File: config.mk
export PLATFORM = sky130hd
export DESIGN_NAME = srsl_top
export DESIGN_NICKNAME = d
export VERILOG_FILES = /design/src/srsl_pkg.sv /design/src/srsl_top.sv /design/src/srsl_fifo.sv /design/src/srsl_status_set.sv
export SDC_FILE = /design/constraint.sdc
export NUM_CORES = 2
export LEC_CHECK = 0
export ABC_AREA = 1
export ABC_CLOCK_PERIOD_IN_PS = 3830
export BUFFER_PORTS_ARGS = -buffer_cell sky130_fd_sc_hd__buf_2
export CAP_MARGIN = 20
export CORE_MARGIN = 10
export CORE_UTILIZATION = 45
export DETAILED_ROUTE_END_ITERATION = 10
export SLEW_MARGIN = 0
export SYNTH_ARGS = -nofsm -noshare
export SYNTH_HDL_FRONTEND = slang
export SYNTH_SLANG_ARGS = --single-unit
File: constraint.sdc
create_clock -name sys_clk -period 3.83 [get_ports sys_clk]
set_input_delay 0.383 -clock sys_clk [delete_from_list [all_inputs] [get_ports sys_clk]]
set_output_delay 0.383 -clock sys_clk [all_outputs]
set_load 0.05 [all_outputs]
File: src/srsl_pkg.sv
// Purpose: Shared constants and types for the status reporting block
// Assumes: One system clock, asynchronous active-low reset
// Notes:   Register sets are 16 bits wide, status byte is 8 bits
//
// Operation
// - Condition registers read-only, mirror live conditions
// - Standard set lacks condition and filter
// - Rising/falling filters set event on transition
// - Filters writable; reading leaves them unchanged
// - Power-up/preset: rising all ones, falling zeros
// - Event bits sticky until explicitly cleared
// - Summary is OR of event AND enable
// - Event read clears; power-up and clear-status clear
// - Enable zero blocks, one passes event
// - Enable kept on read; power-up clears
// - Preset clears oper/ques/meas, sets trig/arm/seq
// - Writing zero clears standard event enable
// - Output queue FIFO; message-ready while non-empty
// - Reading output queue removes the message
// - Error queue FIFO of ten; error-ready while non-empty
// - Error query read removes the entry
// - Summary status byte bits follow inputs, no latch
// - Common query returns master summary, clears nothing
// - Serial poll returns request bit, then resets it
// - Power-up/clear-status clear byte, message-ready may stay
// - Master summary is OR of enabled summaries
// - Service mask kept on read; zero write clears
// - Enabled summary rise sets request bit
// - Serial poll leaves master summary unchanged
package srsl_pkg;

  localparam int REG_W     = 16;
  localparam int FILT_SETS = 6;
  localparam int EQ_W      = 16;
  localparam int EQ_DEPTH  = 10;
  localparam int OQ_W      = 8;
  localparam int OQ_DEPTH  = 16;

  localparam logic [15:0] RISE_FILT_RESET = 16'hFFFF;
  localparam logic [15:0] FALL_FILT_RESET = 16'h0000;
  localparam logic [15:0] EN_RESET    = 16'h0000;
  localparam logic [15:0] EN_ALL_ONES = 16'hFFFF;
  localparam logic [15:0] ZERO16      = 16'h0000;
  localparam logic [7:0]  SRE_RESET   = 8'h00;
  localparam logic [7:0]  SB_SUM_MASK = 8'hBF;

  localparam int SB_MEAS = 0;
  localparam int SB_ERR_RDY = 2;
  localparam int SB_QUES    = 3;
  localparam int SB_MSG_RDY = 4;
  localparam int SB_STD     = 5;
  localparam int SB_REQ     = 6;
  localparam int SB_OPER = 7;

  localparam int OPER_TRIG_BIT = 5;
  localparam int OPER_ARM_BIT  = 6;
  localparam int OPER_SEQ_BIT  = 7;

  typedef enum logic [3:0] {
    OP_NOP     = 4'h0, OP_RD_COND = 4'h1, OP_RD_EVENT = 4'h2, OP_RD_EN   = 4'h3,
    OP_WR_EN   = 4'h4, OP_RD_RISE = 4'h5, OP_WR_RISE  = 4'h6, OP_RD_FALL = 4'h7,
    OP_WR_FALL = 4'h8, OP_CLS     = 4'h9, OP_PRESET   = 4'hA, OP_STB_Q   = 4'hB,
    OP_SPOLL   = 4'hC, OP_WR_SRE  = 4'hD, OP_RD_SRE   = 4'hE, OP_ERR_Q   = 4'hF
  } srsl_op_t;

  typedef enum logic [2:0] {
    SET_OPER = 3'h0, SET_QUES = 3'h1, SET_MEAS = 3'h2,
    SET_TRIG = 3'h3, SET_ARM  = 3'h4, SET_SEQ  = 3'h5, SET_STD = 3'h6
  } srsl_set_t;

  typedef struct packed {
    srsl_op_t    op;
    srsl_set_t   sel;
    logic [15:0] data;
  } srsl_cmd_t;

endpackage : srsl_pkg

File: src/srsl_top.sv
// Purpose: Status reporting and service request logic
// Assumes: Commands arrive as single-cycle strobes from the parser
// Notes:   Read answers appear one cycle after the command
`timescale 1ns/1ps
module srsl_top
  import srsl_pkg::*;
(
  input  wire logic                            sys_clk,
  input  wire logic                            nrst,
  input  wire logic                            cmd_valid,
  input  wire srsl_cmd_t                       cmd,
  output logic                                 rd_valid,
  output logic [REG_W-1:0]                     rd_data,
  input  wire logic [FILT_SETS-1:0][REG_W-1:0] cond_in,
  input  wire logic [REG_W-1:0]                std_event_in,
  input  wire logic                            err_push,
  input  wire logic [EQ_W-1:0]                 err_code,
  output logic                                 err_ready,
  input  wire logic                            oq_push,
  input  wire logic [OQ_W-1:0]                 oq_data,
  output logic                                 oq_ready,
  input  wire logic                            talk_pop,
  output logic                                 talk_valid,
  output logic [OQ_W-1:0]                      talk_data,
  output logic [7:0]                           status_byte,
  output logic                                 master_summary,
  output logic                                 srq
);
  // ************************************************************
  // Command decode
  // ************************************************************
  logic cmd_go;
  logic is_std;
  logic cls;
  logic preset;
  logic spoll;

  assign cmd_go = cmd_valid && (cmd.op != OP_NOP);
  assign is_std = (cmd.sel == SET_STD);
  assign cls    = cmd_valid && (cmd.op == OP_CLS);
  assign preset = cmd_valid && (cmd.op == OP_PRESET);
  assign spoll  = cmd_valid && (cmd.op == OP_SPOLL);

  // ************************************************************
  // Register sets
  // ************************************************************
  logic [FILT_SETS-1:0][REG_W-1:0] cond_eff;
  logic [FILT_SETS-1:0][REG_W-1:0] rise_q;
  logic [FILT_SETS-1:0][REG_W-1:0] fall_q;
  logic [FILT_SETS-1:0][REG_W-1:0] evt_q;
  logic [FILT_SETS-1:0][REG_W-1:0] en_q;
  logic [FILT_SETS-1:0]            sum;
  logic [REG_W-1:0]                std_evt;
  logic [REG_W-1:0]                std_en;
  logic                            std_event_summary_bit;

  // Trigger, arm and sequence summaries feed operation condition bits
  always_comb begin
    cond_eff                          = cond_in;
    cond_eff[SET_OPER][OPER_TRIG_BIT] = cond_in[SET_OPER][OPER_TRIG_BIT] | sum[SET_TRIG];
    cond_eff[SET_OPER][OPER_ARM_BIT]  = cond_in[SET_OPER][OPER_ARM_BIT] | sum[SET_ARM];
    cond_eff[SET_OPER][OPER_SEQ_BIT]  = cond_in[SET_OPER][OPER_SEQ_BIT] | sum[SET_SEQ];
  end

  for (genvar i = 0; i < FILT_SETS; i++) begin : g_set
    logic hit;
    assign hit = cmd_valid && !is_std && (cmd.sel == srsl_set_t'(i));
    srsl_status_set #(
      .HAS_FILTER  (1'b1),
      .PRESET_ONES (i >= int'(SET_TRIG))
    ) u_set (
      .sys_clk        (sys_clk),
      .nrst           (nrst),
      .cond           (cond_eff[i]),
      .direct         (ZERO16),
      .wdata          (cmd.data),
      .rise_we        (hit && (cmd.op == OP_WR_RISE)),
      .fall_we        (hit && (cmd.op == OP_WR_FALL)),
      .en_we          (hit && (cmd.op == OP_WR_EN)),
      .rd_clear       (hit && (cmd.op == OP_RD_EVENT)),
      .cls            (cls),
      .preset         (preset),
      .rising_filter  (rise_q[i]),
      .falling_filter (fall_q[i]),
      .event_reg      (evt_q[i]),
      .enable         (en_q[i]),
      .summary        (sum[i])
    );
  end

  srsl_status_set #(
    .HAS_FILTER  (1'b0),
    .PRESET_ONES (1'b0)
  ) u_std (
    .sys_clk        (sys_clk),
    .nrst           (nrst),
    .cond           (ZERO16),
    .direct         (std_event_in),
    .wdata          (cmd.data),
    .rise_we        (1'b0),
    .fall_we        (1'b0),
    .en_we          (cmd_valid && is_std && (cmd.op == OP_WR_EN)),
    .rd_clear       (cmd_valid && is_std && (cmd.op == OP_RD_EVENT)),
    .cls            (cls),
    .preset         (1'b0),
    .rising_filter  (),
    .falling_filter (),
    .event_reg      (std_evt),
    .enable         (std_en),
    .summary        (std_event_summary_bit)
  );

  // ************************************************************
  // Queues
  // ************************************************************
  logic            error_ready_bit;
  logic            message_ready_bit;
  logic [EQ_W-1:0] eq_head;
  logic            eq_pop;

  assign eq_pop = cmd_valid && (cmd.op == OP_ERR_Q);

  // Clear-status empties the error queue but keeps pending output
  srsl_fifo #(
    .W (EQ_W),
    .D (EQ_DEPTH)
  ) u_errq (
    .sys_clk   (sys_clk),
    .nrst      (nrst),
    .clear     (cls),
    .push      (err_push),
    .push_data (err_code),
    .pop       (eq_pop),
    .not_full  (err_ready),
    .not_empty (error_ready_bit),
    .head      (eq_head)
  );

  srsl_fifo #(
    .W (OQ_W),
    .D (OQ_DEPTH)
  ) u_outq (
    .sys_clk   (sys_clk),
    .nrst      (nrst),
    .clear     (1'b0),
    .push      (oq_push),
    .push_data (oq_data),
    .pop       (talk_pop),
    .not_full  (oq_ready),
    .not_empty (message_ready_bit),
    .head      (talk_data)
  );

  assign talk_valid = message_ready_bit;

  // ************************************************************
  // Status byte and service request
  // ************************************************************
  logic [7:0] sb_sum;
  logic [7:0] service_request_mask;
  logic [7:0] enabled;
  logic [7:0] enabled_q;
  logic       request_for_service_bit;
  logic       rise;

  // Summary bits are wires, so reads of a source clear them at once
  always_comb begin
    sb_sum          = 8'h00;
    sb_sum[SB_MEAS] = sum[SET_MEAS];
    sb_sum[SB_ERR_RDY] = error_ready_bit;
    sb_sum[SB_QUES]    = sum[SET_QUES];
    sb_sum[SB_MSG_RDY] = message_ready_bit;
    sb_sum[SB_STD]     = std_event_summary_bit;
    sb_sum[SB_OPER] = sum[SET_OPER];
  end

  assign enabled        = sb_sum & service_request_mask & SB_SUM_MASK;
  assign master_summary = |enabled;
  assign rise           = |(enabled & ~enabled_q);
  assign srq            = request_for_service_bit;

  always_comb begin
    status_byte         = sb_sum;
    status_byte[SB_REQ] = master_summary;
  end

  always_ff @(posedge sys_clk or negedge nrst) begin
    if (!nrst) begin
      service_request_mask <= SRE_RESET;
    end else if (cmd_valid && (cmd.op == OP_WR_SRE)) begin
      service_request_mask <= cmd.data[7:0];
    end
  end

  always_ff @(posedge sys_clk or negedge nrst) begin
    if (!nrst) begin
      enabled_q <= 8'h00;
    end else begin
      enabled_q <= enabled;
    end
  end

  // A fresh rise beats a poll in the same cycle
  always_ff @(posedge sys_clk or negedge nrst) begin
    if (!nrst) begin
      request_for_service_bit <= 1'b0;
    end else if (rise) begin
      request_for_service_bit <= 1'b1;
    end else if (spoll || cls) begin
      request_for_service_bit <= 1'b0;
    end
  end

  // ************************************************************
  // Read answers
  // ************************************************************
  logic [REG_W-1:0] next_rd_data;
  logic [2:0]       idx;

  assign idx = (cmd.sel == SET_STD) ? 3'h0 : cmd.sel;

  always_comb begin
    next_rd_data = ZERO16;
    case (cmd.op)
      OP_RD_COND:  next_rd_data = is_std ? ZERO16 : cond_eff[idx];
      OP_RD_EVENT: next_rd_data = is_std ? std_evt : evt_q[idx];
      OP_RD_EN:    next_rd_data = is_std ? std_en : en_q[idx];
      OP_RD_RISE:  next_rd_data = is_std ? ZERO16 : rise_q[idx];
      OP_RD_FALL:  next_rd_data = is_std ? ZERO16 : fall_q[idx];
      OP_STB_Q:    next_rd_data = {8'h00, status_byte};
      OP_SPOLL:    next_rd_data = {8'h00, sb_sum[7], request_for_service_bit,
                                   sb_sum[5:0]};
      OP_RD_SRE:   next_rd_data = {8'h00, service_request_mask};
      OP_ERR_Q:    next_rd_data = error_ready_bit ? eq_head : ZERO16;
      default:     next_rd_data = ZERO16;
    endcase
  end

  always_ff @(posedge sys_clk or negedge nrst) begin
    if (!nrst) begin
      rd_valid <= 1'b0;
      rd_data  <= ZERO16;
    end else begin
      rd_valid <= cmd_go;
      rd_data  <= cmd_go ? next_rd_data : rd_data;
    end
  end

  // ************************************************************
  // Checks
  // ************************************************************
  preset_filter_a: assert property (@(posedge sys_clk) disable iff (!nrst)
    preset |=> (rise_q[SET_QUES] == RISE_FILT_RESET) && (fall_q[SET_QUES] == FALL_FILT_RESET))
    else $error("preset did not restore filters");
  preset_enable_a: assert property (@(posedge sys_clk) disable iff (!nrst)
    preset |=> (en_q[SET_OPER] == EN_RESET) && (en_q[SET_ARM] == EN_ALL_ONES))
    else $error("preset enable values wrong");
  msg_ready_a: assert property (@(posedge sys_clk) disable iff (!nrst)
    (oq_push && oq_ready && !talk_pop) |=> status_byte[SB_MSG_RDY])
    else $error("message ready not set after push");
  err_clear_a: assert property (@(posedge sys_clk) disable iff (!nrst)
    cls |=> !status_byte[SB_ERR_RDY])
    else $error("error ready survived clear status");
  spoll_clear_a: assert property (@(posedge sys_clk) disable iff (!nrst)
    (spoll && !rise) |=> !srq)
    else $error("serial poll did not reset request");
  spoll_answer_a: assert property (@(posedge sys_clk) disable iff (!nrst)
    spoll |=> rd_valid && (rd_data[SB_REQ] == $past(srq)))
    else $error("serial poll answer bit six wrong");
  rise_request_a: assert property (@(posedge sys_clk) disable iff (!nrst)
    rise |=> srq)
    else $error("enabled rise did not request service");
  stb_query_a: assert property (@(posedge sys_clk) disable iff (!nrst)
    (cmd_valid && cmd.op == OP_STB_Q) |=>
      (rd_data[7:0] == $past(status_byte)) && (srq || !$past(srq)))
    else $error("status query answer wrong or cleared");
  sre_zero_a: assert property (@(posedge sys_clk) disable iff (!nrst)
    (cmd_valid && cmd.op == OP_WR_SRE && cmd.data[7:0] == 8'h00) |=> !master_summary)
    else $error("zero mask left master summary set");
  summary_hold_a: assert property (@(posedge sys_clk) disable iff (!nrst)
    (spoll ##1 ($stable(sb_sum) && $stable(service_request_mask))) |->
      $stable(master_summary))
    else $error("poll changed master summary");
endmodule : srsl_top

File: src/srsl_fifo.sv
// Purpose: Small first-in first-out queue
// Assumes: Push ignored when full, pop ignored when empty
// Notes:   Head word is visible while not empty
`timescale 1ns/1ps
module srsl_fifo #(
  parameter int W = 8,
  parameter int D = 16
) (
  input  wire logic         sys_clk,
  input  wire logic         nrst,
  input  wire logic         clear,
  input  wire logic         push,
  input  wire logic [W-1:0] push_data,
  input  wire logic         pop,
  output logic              not_full,
  output logic              not_empty,
  output logic [W-1:0]      head
);
  localparam int AW = $clog2(D);
  localparam int CW = $clog2(D + 1);
  localparam logic [AW-1:0] LAST = AW'(D - 1);
  localparam logic [CW-1:0] FULL = CW'(D);

  logic [W-1:0]  mem [D];
  logic [AW-1:0] wr_ptr;
  logic [AW-1:0] rd_ptr;
  logic [CW-1:0] count;
  logic          do_push;
  logic          do_pop;

  assign not_full  = (count != FULL);
  assign not_empty = (count != '0);
  assign do_push   = push && not_full && !clear;
  assign do_pop    = pop && not_empty && !clear;
  assign head      = mem[rd_ptr];

  always_ff @(posedge sys_clk) begin
    if (do_push) begin
      mem[wr_ptr] <= push_data;
    end
  end

  always_ff @(posedge sys_clk or negedge nrst) begin
    if (!nrst) begin
      wr_ptr <= '0;
      rd_ptr <= '0;
      count  <= '0;
    end else if (clear) begin
      wr_ptr <= '0;
      rd_ptr <= '0;
      count  <= '0;
    end else begin
      if (do_push) begin
        wr_ptr <= (wr_ptr == LAST) ? '0 : wr_ptr + 1'b1;
      end
      if (do_pop) begin
        rd_ptr <= (rd_ptr == LAST) ? '0 : rd_ptr + 1'b1;
      end
      count <= count + CW'(do_push) - CW'(do_pop);
    end
  end
endmodule : srsl_fifo

File: src/srsl_status_set.sv
// Purpose: One status register set: filter, event, enable, summary
// Assumes: Direct event inputs used only when no filter is present
// Notes:   Preset value of the enable register is chosen per instance
`timescale 1ns/1ps
module srsl_status_set
  import srsl_pkg::*;
#(
  parameter bit HAS_FILTER  = 1'b1,
  parameter bit PRESET_ONES = 1'b0
) (
  input  wire logic             sys_clk,
  input  wire logic             nrst,
  input  wire logic [REG_W-1:0] cond,
  input  wire logic [REG_W-1:0] direct,
  input  wire logic [REG_W-1:0] wdata,
  input  wire logic             rise_we,
  input  wire logic             fall_we,
  input  wire logic             en_we,
  input  wire logic             rd_clear,
  input  wire logic             cls,
  input  wire logic             preset,
  output logic [REG_W-1:0]      rising_filter,
  output logic [REG_W-1:0]      falling_filter,
  output logic [REG_W-1:0]      event_reg,
  output logic [REG_W-1:0]      enable,
  output logic                  summary
);
  logic [REG_W-1:0] cond_q;
  logic [REG_W-1:0] hits;

  // Standard set has no filter, events arrive as pulses
  assign hits = HAS_FILTER ? ((cond & ~cond_q & rising_filter) |
                              (~cond & cond_q & falling_filter))
                           : direct;
  assign summary = |(event_reg & enable);

  always_ff @(posedge sys_clk or negedge nrst) begin
    if (!nrst) begin
      cond_q <= ZERO16;
    end else begin
      cond_q <= cond;
    end
  end

  always_ff @(posedge sys_clk or negedge nrst) begin
    if (!nrst) begin
      rising_filter  <= RISE_FILT_RESET;
      falling_filter <= FALL_FILT_RESET;
    end else if (preset) begin
      rising_filter  <= RISE_FILT_RESET;
      falling_filter <= FALL_FILT_RESET;
    end else begin
      if (rise_we) begin
        rising_filter <= wdata;
      end
      if (fall_we) begin
        falling_filter <= wdata;
      end
    end
  end

  // Set wins over clear so no event slips through a read
  always_ff @(posedge sys_clk or negedge nrst) begin
    if (!nrst) begin
      event_reg <= ZERO16;
    end else begin
      event_reg <= ((rd_clear || cls) ? ZERO16 : event_reg) | hits;
    end
  end

  always_ff @(posedge sys_clk or negedge nrst) begin
    if (!nrst) begin
      enable <= EN_RESET;
    end else if (preset && HAS_FILTER) begin
      enable <= PRESET_ONES ? EN_ALL_ONES : EN_RESET;
    end else if (en_we) begin
      enable <= wdata;
    end
  end

  sticky_event_a: assert property (@(posedge sys_clk) disable iff (!nrst)
    (!rd_clear && !cls) |=> ((event_reg & $past(event_reg)) == $past(event_reg)))
    else $error("event bit dropped without a clear");
  win_over_clear_a: assert property (@(posedge sys_clk) disable iff (!nrst)
    rd_clear |=> (event_reg == $past(hits)))
    else $error("read clear lost a coincident event");
endmodule : srsl_status_set

# Word-level counts from Yosys, hierarchy flattened
# Memories as Yosys holds them, arrays and structs flattened.
# Index checks and enable logic that the tools add are counted.
[word_totals]
output_inout_bits = 38
input_bits = 165
ram_bits = 288
reg_bits = 570
mem_count = 2
[mem_list]
columns = ["memory", "depth", "word_bits", "read_ports", "rd_clocked_by_memory_dff", "write_ports", "line_no", "source"]
rows = [
  ["u_errq.mem", 10, 16, 1, 0, 1, "srsl_fifo.sv:24", "logic [W-1:0] mem [D];"],
  ["u_outq.mem", 16, 8, 1, 0, 1, "srsl_fifo.sv:24", ""],
]
[classes]
add_sub_neg = 8
n_eq_ne = 27
n_mux = 76
n_reduce_logical = 90
bitwise = 62
magnitude_cmp = 1
[op_table]
columns = ["op", "n"]
rows = [
  ["two-way mux 16 bit", 54],
  ["AND 16 bit", 31],
  ["binary-select mux 16 bit (select 3 bit)", 5],
  ["OR 16 bit", 13],
  ["inverter 16 bit", 12],
  ["one-hot mux 16 bit (9 select lines)", 1],
  ["OR reduction 16 bit", 7],
  ["equality test 4 bit, second input constant", 12],
  ["logical AND 1 bit", 46],
  ["nonzero test 2 bit", 21],
  ["two-way mux 4 bit", 9],
  ["adder 4 x 1 -> 4 bit, second input constant", 4],
  ["AND 8 bit", 2],
  ["equality test 4 x 3 -> 1 bit, second input constant", 4],
  ["equality test 3 bit, second input constant", 3],
  ["equality test 4 x 2 -> 1 bit, second input constant", 2],
  ["logical OR 1 bit", 8],
  ["inverter 8 bit", 1],
  ["nonzero test 4 bit", 2],
  ["OR reduction 8 bit", 1],
  ["OR reduction 7 bit", 1],
  ["equality test 3 x 2 -> 1 bit, second input constant", 2],
  ["two-way mux 1 bit", 6],
  ["adder 5 x 1 -> 5 bit", 1],
  ["13 further kinds", 16],
]

# Logic depth before layout (Yosys ltp)
[depth]
depth_word = 8
depth_mapped = 15
depth_no_buf = 14

# Hierarchy
# Synthesis repeated with hierarchy kept, for this count alone.
[unflattened]
hier_cells = 5304
area_unflattened_um2 = 43495.5
[modules_own_cells]
columns = ["module", "cells_each", "n_inst", "area_each_um2"]
rows = [
  ["srsl_status_set at g_set[0].u_set ...", 358, 3, 3280.6],
  ["srsl_status_set at g_set[3].u_set ...", 342, 3, 3254.4],
  ["srsl_fifo at u_errq", 715, 1, 7552.2],
  ["srsl_top", 1574, 1, 7302.0],
  ["srsl_fifo at u_outq", 640, 1, 6357.3],
  ["srsl_status_set at u_std", 275, 1, 2678.8],
]

# Worst setup path before layout
# Ideal clock, no wire load.
[synth_timing]
kind = "reg2reg"
start = "reg u_errq.count[2]"
end = "mem u_errq.mem[0][0] (netlist bit) (enable)"
setup_ps = 430
setup_slack_ps = 314
n_path_buf = 0
arrival_ps = 3086
required_time_ps = 3400
path_stages_with_launch = 8
cell_sequence = "dfrtp_1 inv_1 ha_1 nand3_1 nand2_1 nor2_1 inv_1 nor4_1"
[synth_via]
elab_chain_cells = 5
[synth_lines]
columns = ["item", "line_no", "source"]
rows = [
  ["start, declared", "srsl_fifo.sv:27", "logic [CW-1:0] count;"],
  ["start signal, assigned", "srsl_fifo.sv:59", "count <= count + CW'(do_push) - CW'(do_pop);"],
  ["!= test 4 bit", "srsl_fifo.sv:31", "assign not_full = (count != FULL);"],
  ["via err_ready", "srsl_top.sv:18", "output logic err_ready,"],
  ["logical AND 1 bit (2 in a row)", "srsl_fifo.sv:33", "assign do_push = push && not_full && !clear;"],
  ["two-way mux 1 bit", "srsl_fifo.sv:38", "if (do_push) begin"],
  ["two-way mux 1 bit (not written as such)", "srsl_fifo.sv:39", "mem[wr_ptr] <= push_data;"],
  ["end, declared", "srsl_fifo.sv:24", ""],
]
# The timed path passes the listed nets, and every way through them passes these cells.

# Final worst setup path
[layout_timing]
start = "reg u_outq.rd_ptr[2]"
end = "out talk_data[2]"
[layout_via]
elab_chain_cells = 1
[layout_lines]
columns = ["item", "line_no", "source"]
rows = [
  ["start, declared", "srsl_fifo.sv:26", "logic [AW-1:0] rd_ptr;"],
  ["start signal, assigned", "srsl_fifo.sv:57", "rd_ptr <= (rd_ptr == LAST) ? '0 : rd_ptr + 1'b1;"],
  ["memory (16 x 8 bit)", "n/a", ""],
  ["end, declared", "srsl_top.sv:24", "output logic [OQ_W-1:0] talk_data,"],
]
# No other way between the ends.

==> metrics <==
max_cap viols=0; dpl hpwl=between 100 and 150 mm; Total GRT Usage=32.2%; First-pass DRT Iterations=8; clk root buf=clkbuf_16; Fin. Hold Viols=0; DRC=0; Critical Path End Type=primary output; fraction of layout instances using a drive strength above 1=13.3%; YS warnings=0; antenna viol nets, final=0; Yosys cell types=52; Die W=between 300 and 400 µm; Syn Inst Count=4,314; I/O pins=203; commonest non-fill, non-tap cell in the layout=nand2_1; H-tree depth=3; Pwr Density=619 mW/mm²; CTS clk-pin slew, worst paths=0.07 ns; Pins Over Slew Limit=0; status=finished, final reports clean; Core ar.=about 0.085 mm²; Die Ht=about 310 µm; nets=4,833; period utilisation layout=91.4%; CTS Sinks=857; number of global-route vias before repair=32,300; worst hold margin=0.0282 ns; Largest Register=u_errq.mem; Area Growth Syn to Fin=17.8%; initial antenna violation count=15; Tot Pwr=0.0284 W; max reg flops=160; DIE AREA=approximately 0.1 mm²; Core Rows=107; Max Clock Freq=286 MHz; first-pass GRT wire length=231 mm; post-CTS resize count=0; Initial Util=45.5%; largest net degree at the start of global routing=about 100; Overflow after GRT=0; top flop regs=u_errq.mem (160), u_outq.mem (128); vias=33,900; Final setup viols=0; placer congestion estimate=~1.0; final WL=161 mm; 1st-iter DRT viols=4,306; unrepaired setup endpoints after global routing=false; Lkg Pwr=20.2 nW; CP max FO=15; post-synthesis instance area=0.0389 mm²; Mapped Nets=4,500; clk buf depth=3; Seq/Total Area, Yosys=59.1%; hold crit path type=input port to flip-flop; Post-Synthesis Mean Instance Area=9.02 µm²; Yosys reg bits=857; minimum clock period=3.50 ns; Max-slew headroom=between 20 and 30%; clock latency on the worst-skew pair=0.69 ns; Worst VDD drop=approximately 0.45 mV; Arr. time, crit path=3.12 ns; critical path class=flip-flop to primary output; postcts setup bufs=0; Critical Path Start Type=flip-flop; IO Port Bufs=201; CTS tree=done; average wire per standard cell=27.4 µm; pin slew with the least headroom to its limit=1.06 ns; most frequent cells in the layout=nand2_1, o21ai_0, dfrtp_1; Clock Skews=between 0.03 and 0.04 ns; Via density=5.78; accumulated negative setup slack=0 ns; Num CTS Buffers=93; Req. time, crit path=3.45 ns
## worst paths after layout
path	endpoint	from	slack, ns	cells past startpoint
setup / recovery	talk_data[2]	u_outq.rd_ptr[2]	0.33	8
min in group asynchronous	g_set[3].u_set.cond_q[10]	nrst	0.39	2
hold reg to reg	srq	enabled_q[7]	0.44	1
setup reg to reg	rd_data[9]	u_errq.count[2]	0.94	9
max in group asynchronous	g_set[2].u_set.rising_filter[11]	nrst	2.39	3
hold / removal	u_std.enable[12]	cmd[12]	0.03	3
## report_power, final
group          switching [W]  internal [W]  leakage [nW]
clock network        0.00389       0.00518          1.50
registers            0.00114        0.0112          9.12
logic                0.00489       0.00208          9.58
## cell usage after synthesis (all sizes together)
master   count  share of area [%]
a211oi       1              0.019
a21boi       2              0.039
a21o         1              0.019
a21oi      235                3.0
a221oi      11               0.25
a22o         1              0.023
a22oi       15               0.29
a311oi       1              0.023
a31o        10               0.23
a31oi       26               0.42
buf        109                1.5
clkbuf     107                1.0
clkinv       3              0.029
conb         1             0.0096
dfrtp      473                 30
dfstp       96                6.5
edfxtp     288                 22
fa           2               0.10
ha          19               0.61
inv        396                3.8
mux2         1              0.029
mux2i        3              0.077
nand2     1006                9.7
nand3      144                1.9
nand3b      10               0.19
nand4       12               0.19
nor2       463                4.6
nor3        39               0.53
nor3b        1              0.019
nor4         2              0.032
o2111ai      1              0.023
o211ai      53                1.0
o21a         5              0.097
o21ai      637                8.3
o21bai       7               0.14
o221a        1              0.029
o221ai      65                1.5
o22ai       42               0.68
o311ai      11               0.25
or2          4              0.064
xnor2        3              0.068
xor2         7               0.16
## critical path, cell delays in order, from the launching register on
cell      delay (ns)
dfrtp_1         0.57
inv_1           0.30
nor2_1          0.15
inv_1           0.41
a21oi_1         0.08
a221oi_1        0.40
o21ai_0         0.15
nand2_1         0.11
buf_2           0.27
## layer usage
| layer | up-vias | wire length [µm] | GRT usage (%) |
|---|---|---|---|
| met5 | - | 137 | 0 |
| met2 | 1813 | 68900 | 47.3 |
| met1 | 16600 | 65800 | 43.0 |
| li1 | 15200 | - | - |
| met4 | 22 | 10900 | 18.7 |
| met3 | 369 | 15400 | 7.82 |
## metrics by stage
stage	util [%]	setup slack (ns)	area [µm²]	std cells
2_1_floorplan	-	0.314	38900	4314
3_3_place_gp	48.7	0.778	41600	5574
3_5_place_dp	48.7	0.859	41600	5574
4_1_cts	53.7	0.312	45800	5870
5_1_grt	53.7	0.151	45800	5870
6_report	53.7	0.331	45800	5875
## cell families after synthesis
group | synth area share, %
xor gates and xnor gates | 0.225
AOI/OAI and AO/OA | 16.3
buffers and inverters | 6.36
adders and majority gates | 0.714
other | 0.00964
and+or+nand+nor | 17.2
DFF | 59.1
muxes | 0.106
## layout make-up
class,count,area [µm²]
clock inverters,33,329
repair buffers,454,3350
inverters,399,1500
fillers,7963,39600
well taps,1144,1430
clock buffers,141,2710
flip-flops and latches,857,23000
diodes,5,12.5
multi-input cells,2842,13500
## repair_timing
| action | in CTS | in global routing |
|---|---|---|
| hold buffers | 122 | 0 |
| endpoints found under the hold margin | 288 | 0 |
| setup endpoints to repair | 0 | 0 |
(Power assumes the default switching activity.)
